File: config.mk
export PLATFORM = sky130hd
export DESIGN_NAME = pcl_loader
export DESIGN_NICKNAME = d
export VERILOG_FILES = /design/src/rtl/pcl_pkg.sv /design/src/rtl/pcl_loader.sv
export SDC_FILE = /design/constraint.sdc
export NUM_CORES = 1
export LEC_CHECK = 0
export BUFFER_PORTS_ARGS = -buffer_cell sky130_fd_sc_hd__buf_4
export CORE_MARGIN = 2
export CORE_UTILIZATION = 45
export DETAILED_ROUTE_END_ITERATION = 16
export PLACE_DENSITY_LB_ADDON = 0.12
export RECOVER_POWER = 25
export SKIP_LAST_GASP = 1
export SYNTH_ARGS = -nofsm -noshare
export SYNTH_HDL_FRONTEND = slang
export SYNTH_SLANG_ARGS = --single-unit
File: constraint.sdc
create_clock -name clk_i -period 5.28 [get_ports clk_i]
set_input_delay 0.264 -clock clk_i [delete_from_list [all_inputs] [get_ports clk_i]]
set_output_delay 0.264 -clock clk_i [all_outputs]
set_load 0.05 [all_outputs]
File: src/rtl/pcl_pkg.sv
// shared types and constants of the configuration image loader
package pcl_pkg;

	localparam int NPORT    = 3;
	localparam int IMG_AW   = 8;
	localparam int IMG_DW   = 16;
	localparam int WB_AW    = 8;
	localparam int NSTEP    = 8;
	localparam int STEP_W   = 3;

	// image word addresses, in load order
	localparam logic [IMG_AW-1:0] IMG_LINK_P0 = 8'h10;
	localparam logic [IMG_AW-1:0] IMG_LINK_P1 = 8'h12;
	localparam logic [IMG_AW-1:0] IMG_LINK_P2 = 8'h14;
	localparam logic [IMG_AW-1:0] IMG_AMP     = 8'h18;
	localparam logic [IMG_AW-1:0] IMG_DEEMPH  = 8'h1A;
	localparam logic [IMG_AW-1:0] IMG_PHY     = 8'h1C;
	localparam logic [IMG_AW-1:0] IMG_SLOT_P0 = 8'h20;
	localparam logic [IMG_AW-1:0] IMG_SLOT_P1 = 8'h22;

	// register byte offsets
	localparam logic [WB_AW-1:0] REG_CTRL      = 8'h00;
	localparam logic [WB_AW-1:0] REG_STATUS    = 8'h04;
	localparam logic [WB_AW-1:0] REG_PORT_BASE = 8'h10;
	localparam logic [WB_AW-1:0] REG_PORT_STEP = 8'h08;

	localparam int CTRL_RELOAD = 0;
	localparam int STAT_BUSY   = 0;
	localparam int STAT_VALID  = 1;
	localparam int STAT_CNT_LO = 16;

	// image word layouts, msb first
	typedef struct packed {
		logic [2:0] rsvd;
		logic       l0s;
		logic [1:0] scrambler;
		logic [1:0] ppm_diff;
		logic [7:0] fts_count;
	} pcl_link_word_t;

	typedef struct packed {
		logic       rsvd;
		logic [4:0] half;
		logic [4:0] nominal_high;
		logic [4:0] nominal_low;
	} pcl_amp_word_t;

	typedef struct packed {
		logic [10:0] rsvd;
		logic [4:0]  level;
	} pcl_deemph_word_t;

	typedef struct packed {
		logic [8:0] rsvd;
		logic [2:0] rx_detect;
		logic [3:0] phy_latency;
	} pcl_phy_word_t;

	typedef struct packed {
		logic [6:0] tc_map;
		logic       rsvd_hi;
		logic [1:0] pm_scale;
		logic [1:0] port_number;
		logic       rsvd_lo;
		logic       dev_init;
		logic       slot_clock;
		logic       slot_impl;
	} pcl_slot_word_t;

	// loaded fields of one port
	typedef struct packed {
		logic       slot_impl;
		logic [6:0] tc_map;
		logic [1:0] pm_scale;
		logic [1:0] port_number;
		logic       dev_init;
		logic       slot_clock;
		logic [2:0] rx_detect;
		logic [3:0] phy_latency;
		logic [4:0] deemph;
		logic [4:0] amp_half;
		logic [4:0] drive_amplitude_nominal_high;
		logic [4:0] drive_amplitude_nominal_low;
		logic       l0s;
		logic [1:0] scrambler;
		logic [1:0] ppm_diff;
		logic [7:0] fts_count;
	} pcl_port_cfg_t;

	localparam int CFG_W = $bits(pcl_port_cfg_t);
	localparam pcl_port_cfg_t CFG_RST = '0;

	typedef enum logic [1:0] {
		ST_IDLE  = 2'b00,
		ST_FETCH = 2'b01
	} pcl_state_t;

endpackage

File: src/rtl/pcl_loader.sv
// configuration image loader for the port setup fields
//
// The Wishbone interface to the registers and the register addresses were left to the implementer.
`timescale 1ns/1ps
`default_nettype none

module pcl_loader
	import pcl_pkg::*;
(
	input  wire logic                      clk_i,
	input  wire logic                      rst_i,
	input  wire logic                      wb_cyc_i,
	input  wire logic                      wb_stb_i,
	input  wire logic                      wb_we_i,
	input  wire logic [WB_AW-1:0]          wb_adr_i,
	input  wire logic [3:0]                wb_sel_i,
	input  wire logic [31:0]               wb_dat_i,
	output logic      [31:0]               wb_dat_o,
	output logic                           wb_ack_o,
	output logic                           img_req_o,
	output logic      [IMG_AW-1:0]         img_addr_o,
	input  wire logic                      img_ack_i,
	input  wire logic [IMG_DW-1:0]         img_data_i,
	output pcl_port_cfg_t [NPORT-1:0]      cfg_o,
	output logic                           cfg_valid_o
);

	pcl_state_t                state;
	pcl_state_t                next_state;
	logic [STEP_W-1:0]         step;
	logic [STEP_W-1:0]         next_step;
	logic                      start_pend;
	logic                      next_start_pend;
	logic [15:0]               load_cnt;
	logic [15:0]               next_load_cnt;
	logic                      next_img_req;
	logic [IMG_AW-1:0]         next_img_addr;
	logic                      next_cfg_valid;
	pcl_port_cfg_t [NPORT-1:0] next_cfg;
	logic                      next_ack;
	logic [31:0]               next_dat;
	logic                      wb_req;
	logic                      take;

	function automatic logic [IMG_AW-1:0] step_addr(input logic [STEP_W-1:0] s);
		case (s)
			3'h0:    step_addr = IMG_LINK_P0;
			3'h1:    step_addr = IMG_LINK_P1;
			3'h2:    step_addr = IMG_LINK_P2;
			3'h3:    step_addr = IMG_AMP;
			3'h4:    step_addr = IMG_DEEMPH;
			3'h5:    step_addr = IMG_PHY;
			3'h6:    step_addr = IMG_SLOT_P0;
			default: step_addr = IMG_SLOT_P1;
		endcase
	endfunction

	// only named fields are copied; reserved image bits fall away here
	function automatic pcl_port_cfg_t load_link(input pcl_port_cfg_t c, input pcl_link_word_t w);
		pcl_port_cfg_t r;
		r           = c;
		r.fts_count = w.fts_count;
		r.ppm_diff  = w.ppm_diff;
		r.scrambler = w.scrambler;
		r.l0s       = w.l0s;
		load_link   = r;
	endfunction

	function automatic pcl_port_cfg_t load_slot(input pcl_port_cfg_t c, input pcl_slot_word_t w);
		pcl_port_cfg_t r;
		r             = c;
		r.slot_clock  = w.slot_clock;
		r.dev_init    = w.dev_init;
		r.port_number = w.port_number;
		r.pm_scale    = w.pm_scale;
		r.tc_map      = w.tc_map;
		load_slot     = r;
	endfunction

	function automatic logic [31:0] port_word(input pcl_port_cfg_t c, input logic hi);
		logic [63:0] wide;
		wide      = 64'(c);
		port_word = hi ? wide[63:32] : wide[31:0];
	endfunction

	assign wb_req = wb_cyc_i & wb_stb_i;
	assign take   = (state == ST_FETCH) & img_req_o & img_ack_i;

	// loader sequence
	always_comb begin
		pcl_amp_word_t    aw;
		pcl_deemph_word_t dw;
		pcl_phy_word_t    pw;
		pcl_slot_word_t   sw;
		aw              = pcl_amp_word_t'(img_data_i);
		dw              = pcl_deemph_word_t'(img_data_i);
		pw              = pcl_phy_word_t'(img_data_i);
		sw              = pcl_slot_word_t'(img_data_i);
		next_state      = state;
		next_step       = step;
		next_start_pend = start_pend;
		next_load_cnt   = load_cnt;
		next_img_req    = 1'b0;
		next_img_addr   = img_addr_o;
		next_cfg_valid  = cfg_valid_o;
		next_cfg        = cfg_o;
		// reload requested over the bus; ignored while a load runs
		if (wb_req && wb_ack_o && wb_we_i && wb_sel_i[0] && wb_adr_i == REG_CTRL
				&& wb_dat_i[CTRL_RELOAD] && state == ST_IDLE) begin
			next_start_pend = 1'b1;
		end
		case (state)
			ST_IDLE: begin
				if (start_pend) begin
					next_start_pend = 1'b0;
					next_state      = ST_FETCH;
					next_step       = '0;
					next_img_req    = 1'b1;
					next_img_addr   = step_addr('0);
					next_cfg_valid  = 1'b0;
				end
			end
			ST_FETCH: begin
				next_img_req = 1'b1;
				if (take) begin
					case (img_addr_o)
						IMG_LINK_P0: next_cfg[0] = load_link(cfg_o[0], img_data_i);
						IMG_LINK_P1: next_cfg[1] = load_link(cfg_o[1], img_data_i);
						IMG_LINK_P2: next_cfg[2] = load_link(cfg_o[2], img_data_i);
						IMG_AMP: begin
							for (int p = 0; p < NPORT; p++) begin
								next_cfg[p].drive_amplitude_nominal_low  = aw.nominal_low;
								next_cfg[p].drive_amplitude_nominal_high = aw.nominal_high;
								next_cfg[p].amp_half                     = aw.half;
							end
						end
						IMG_DEEMPH: begin
							for (int p = 0; p < NPORT; p++) begin
								next_cfg[p].deemph = dw.level;
							end
						end
						IMG_PHY: begin
							for (int p = 0; p < NPORT; p++) begin
								next_cfg[p].phy_latency = pw.phy_latency;
								next_cfg[p].rx_detect   = pw.rx_detect;
							end
						end
						IMG_SLOT_P0: next_cfg[0] = load_slot(cfg_o[0], img_data_i);
						IMG_SLOT_P1: begin
							next_cfg[1]           = load_slot(cfg_o[1], img_data_i);
							next_cfg[1].slot_impl = sw.slot_impl;
						end
						default: ;
					endcase
					if (step == STEP_W'(NSTEP - 1)) begin
						next_state     = ST_IDLE;
						next_img_req   = 1'b0;
						next_cfg_valid = 1'b1;
						next_load_cnt  = load_cnt + 16'h0001;
					end else begin
						next_step     = step + 3'h1;
						next_img_addr = step_addr(step + 3'h1);
					end
				end
			end
			default: begin
				next_state   = ST_IDLE;
				next_img_req = 1'b0;
			end
		endcase
	end

	// first load starts by itself after reset
	always_ff @(posedge clk_i) begin
		if (rst_i) begin
			state       <= ST_IDLE;
			step        <= '0;
			start_pend  <= 1'b1;
			load_cnt    <= '0;
			img_req_o   <= 1'b0;
			img_addr_o  <= '0;
			cfg_valid_o <= 1'b0;
			cfg_o       <= {NPORT{CFG_RST}};
		end else begin
			state       <= next_state;
			step        <= next_step;
			start_pend  <= next_start_pend;
			load_cnt    <= next_load_cnt;
			img_req_o   <= next_img_req;
			img_addr_o  <= next_img_addr;
			cfg_valid_o <= next_cfg_valid;
			cfg_o       <= next_cfg;
		end
	end

	// wishbone slave: ack one cycle after the strobe, unmapped reads give zero
	always_comb begin
		logic [WB_AW-1:0] rel;
		rel      = wb_adr_i - REG_PORT_BASE;
		next_ack = wb_req & ~wb_ack_o;
		next_dat = wb_dat_o;
		if (wb_req && !wb_ack_o) begin
			next_dat = 32'h0000_0000;
			if (wb_adr_i == REG_STATUS) begin
				next_dat[STAT_BUSY]               = (state == ST_FETCH);
				next_dat[STAT_VALID]              = cfg_valid_o;
				next_dat[STAT_CNT_LO +: 16]       = load_cnt;
			end else if (wb_adr_i >= REG_PORT_BASE && rel < WB_AW'(NPORT) * REG_PORT_STEP
					&& rel[1:0] == 2'b00) begin
				next_dat = port_word(cfg_o[rel[WB_AW-1:3]], rel[2]);
			end
		end
	end

	always_ff @(posedge clk_i) begin
		if (rst_i) begin
			wb_ack_o <= 1'b0;
			wb_dat_o <= 32'h0000_0000;
		end else begin
			wb_ack_o <= next_ack;
			wb_dat_o <= next_dat;
		end
	end
endmodule

`default_nettype wire

==> results.cfg <==
[status]
outcome = finished clean

[worst_setup_path]
cp_top_family = simple AND/OR/NAND/NOR gates
critPathMaxStageDelay_ns = 0.95
cp-start-kind = primary input
critical-path-slowest-cell = nor3_2
arrival_ns = 3.12
crit_cells = 6
crit_type = primary input to flop
cp.required_ns = 5.61
r2r_slack_ns = 2.67
path_buf_inv = 1
r2r_cells = 5
rr_endpoint = cfg_o[110]$_SDFFE_PP0P_
worst_r2r_startpoint = state[0]$_SDFFE_PP0P_
crit_fanout = 39
crit_start = wb_adr_i[3]
path_cells = buf_4 > nor4_1 > and4b_1 > nor3_2 > nand2_1 > o21ai_0
crit_end = wb_dat_o[3]$_SDFFE_PP0P_
cp-end-kind = flop

[logic_synthesis]
yosysWarnings = 0
yosys.area_share.simple_pct = 16.7
synth.distinct_cells = 54
synth_compound_area_share_pct = 8.17
synthMuxAreaShare_pct = 17.9
synth_top_family_by_area = multiplexers
syn_inst = 775
syn_area_per_cell_um2 = 9.34
synth_area_mm2 = 0.00724
synth-xor-area-share_pct = 1.81
ys_ff_latch = 154
synth_ff_type = dfxtp_1
synth_edf_count = 0
async_reset_ff_share_pct = 0
synthAdderAreaFrac_pct = 1.73
yosysSeqAreaShare_pct = 42.6

[global_route]
grt_overflow_total = 0
grt_use_total_pct = 24.1
antenna_found_initial = 0
grt_pass1_vias = 5779
grt_max_degree = 77
grt_pass1_wl_um = 31400

[hold_path]
hold_class = primary input to flop

[timing]
tightest_slew_ns = 1.01
finalSetupViolations = 0
final.setup.tns_ns = 0
fin_hold_ws_ns = 0.0996
slew_viol_final = 0
period_minus_slack_ns = 2.79
rsz0062_at_grt = false
max_freq_ghz = 0.358
max_slew_margin_pct = 32.8
hold_viol = 0
finalCritPeriodShare_pct = 52.9
fin_skew_ns = 0.00475

[clock_network]
root_buffer = clkbuf_16
cts_buffer_depth = 2
numCtsBuffers = 17
h-tree-depth = 4
clkLatencyLatePin_ns = 0.42
cts.repair.resized = 0
cts_hold_buf = 0
post_cts_buffers = 0
path_clk_slew_ns = 0.06
cts_sinks = 154
cts_tree = done

[layout]
area_growth_pct = 20.5
antennaDiodeCount = 0
final_common_cell = dfxtp_1
nets = 989
mostFrequentLayoutCells = dfxtp_1, nor2_1, buf_4
multi_input_area_mm2 = 0.00343
fillers = 1514
drive_gt1_share_pct = 20.7
design_area_mm2 = 0.00872
seqCellArea_mm2 = 0.00308

[place]
gp_congestion = 0.821
dp_hpwl_um = 14600
placed_cell_area_mm2 = 0.00848
portBuffers = 218

[route]
viasPerCell = 5.29
ant_nets = 0
drc = 0
wire_per_inst_um = 18.2
first_pass_iters = 5
drt-total-wl_um = 20700
dr_total_vias = 6027
first_iter_violations = 351

[flow_run]
maxCapViolations = 0

[die]
core_mm2 = 0.0158
die_x_um = 131
die_y_um = 131
start_util_pct = 45.7
placementRows = 46
ioPinCount = 271
die-area_mm2 = 0.0171

[power_and_ir_drop]
cellPowerDensity_mw_per_mm2 = 294
irDropWorstVdd_uv = 235
power_uw = 2560
p_leak_uw = 0.00375
==> worst register-to-register path, cell delays in order (launching register included) <==
cell and delay (ns):
dfxtp_1 0.54, nand3_4 0.12, or4_1 0.59, nor3b_4 0.86, mux2i_1 0.30, nor2_1 0.06
==> power breakdown <==
part / leakage (uW) / switching [uW] / internal [uW]
clock: 0.000284 / 457 / 723
sequential: 0.00124 / 10.8 / 1170
combinational: 0.00223 / 153 / 46.6
==> through the flow <==
| stage | instances | setup slack [ns] | utilization, % |
|---|---|---|---|
| finish | 1140 | 2.49 | 55.1 |
| global route | 1140 | 2.23 | 55.1 |
| floorplan | 792 | 2.96 | - |
| detailed placement | 1110 | 2.08 | 53.5 |
| CTS | 1140 | 2.51 | 57.1 |
| global placement | 1110 | 2.13 | 53.5 |
==> registers in the layout, summed over array words and instances (netlist names) <==
register	flops
step	3
img_req_o	1
start_pend	1
img_addr_o	5
wb_dat_o	32
load_cnt	16
cfg_o	93
cfg_valid_o	1
state	1
wb_ack_o	1
==> worst min-delay path by stage <==
| stage | start | endpoint | slack (ns) | cells after the start |
|---|---|---|---|---|
| final | img_data_i[15] | cfg_o[106]$_SDFFE_PP0P_ | 0.1 | 3 |
| after global routing | img_data_i[13] | cfg_o[104]$_SDFFE_PP0P_ | 0.1 | 3 |
| after CTS | img_data_i[15] | cfg_o[106]$_SDFFE_PP0P_ | 0.09 | 3 |
| after detailed placement | wb_dat_o[8]$_SDFFE_PP0P_ | wb_dat_o[8]$_SDFFE_PP0P_ | 0.45 | 2 |
| after global placement | wb_dat_o[5]$_SDFFE_PP0P_ | wb_dat_o[5]$_SDFFE_PP0P_ | 0.44 | 2 |
| after floorplan | img_data_i[9] | cfg_o[100]$_SDFFE_PP0P_ | 0.41 | 2 |
==> area by class of cell <==
cell class	instances	area share (%)
clock buffer	21	5.39
tap	216	3.10
timing repair buffer	222	15.4
inverter	8	0.344
multi-input combinational	510	39.3
clock inverter	9	1.12
sequential	154	35.3
==> metal layers <==
metal | track usage (%) | share of wire (%) | wire [um]
met2 | 40.3 | 49 | 10200
met4 | 8.51 | 2.3 | 476
met5 | 0 | 0 | 0
met3 | 5.66 | 5.8 | 1200
met1 | 30.7 | 43 | 8880
==> cells by family after synthesis <==
kind of cell | Yosys count
AND/OR/NAND/NOR | 261
flip-flops | 154
multiplexers | 129
buffers and inverters | 128
AO/OA/AOI/OAI | 77
XOR/XNOR | 15
adder cells (fa/ha/maj) | 10
other | 1
==> cell usage after synthesis (all sizes together), types with 3 or more instances <==
library cell	count	area share (%)
nand2	44	2.3
dfxtp	154	43
a221oi	15	2.7
and3	6	0.52
buf	90	9.0
xnor2	3	0.36
inv	8	0.41
mux2	6	0.93
o21ai	17	1.2
a21oi	19	1.3
nand3	21	1.6
nor4	4	0.64
clkbuf	30	1.6
a221o	4	0.55
o2bb2ai	9	1.1
nand4	7	0.60
ha	10	1.7
mux2i	123	17
nor3	24	1.9
nor2	138	7.2
xor2	12	1.5
Note: power is estimated with default switching activity, not from simulation.
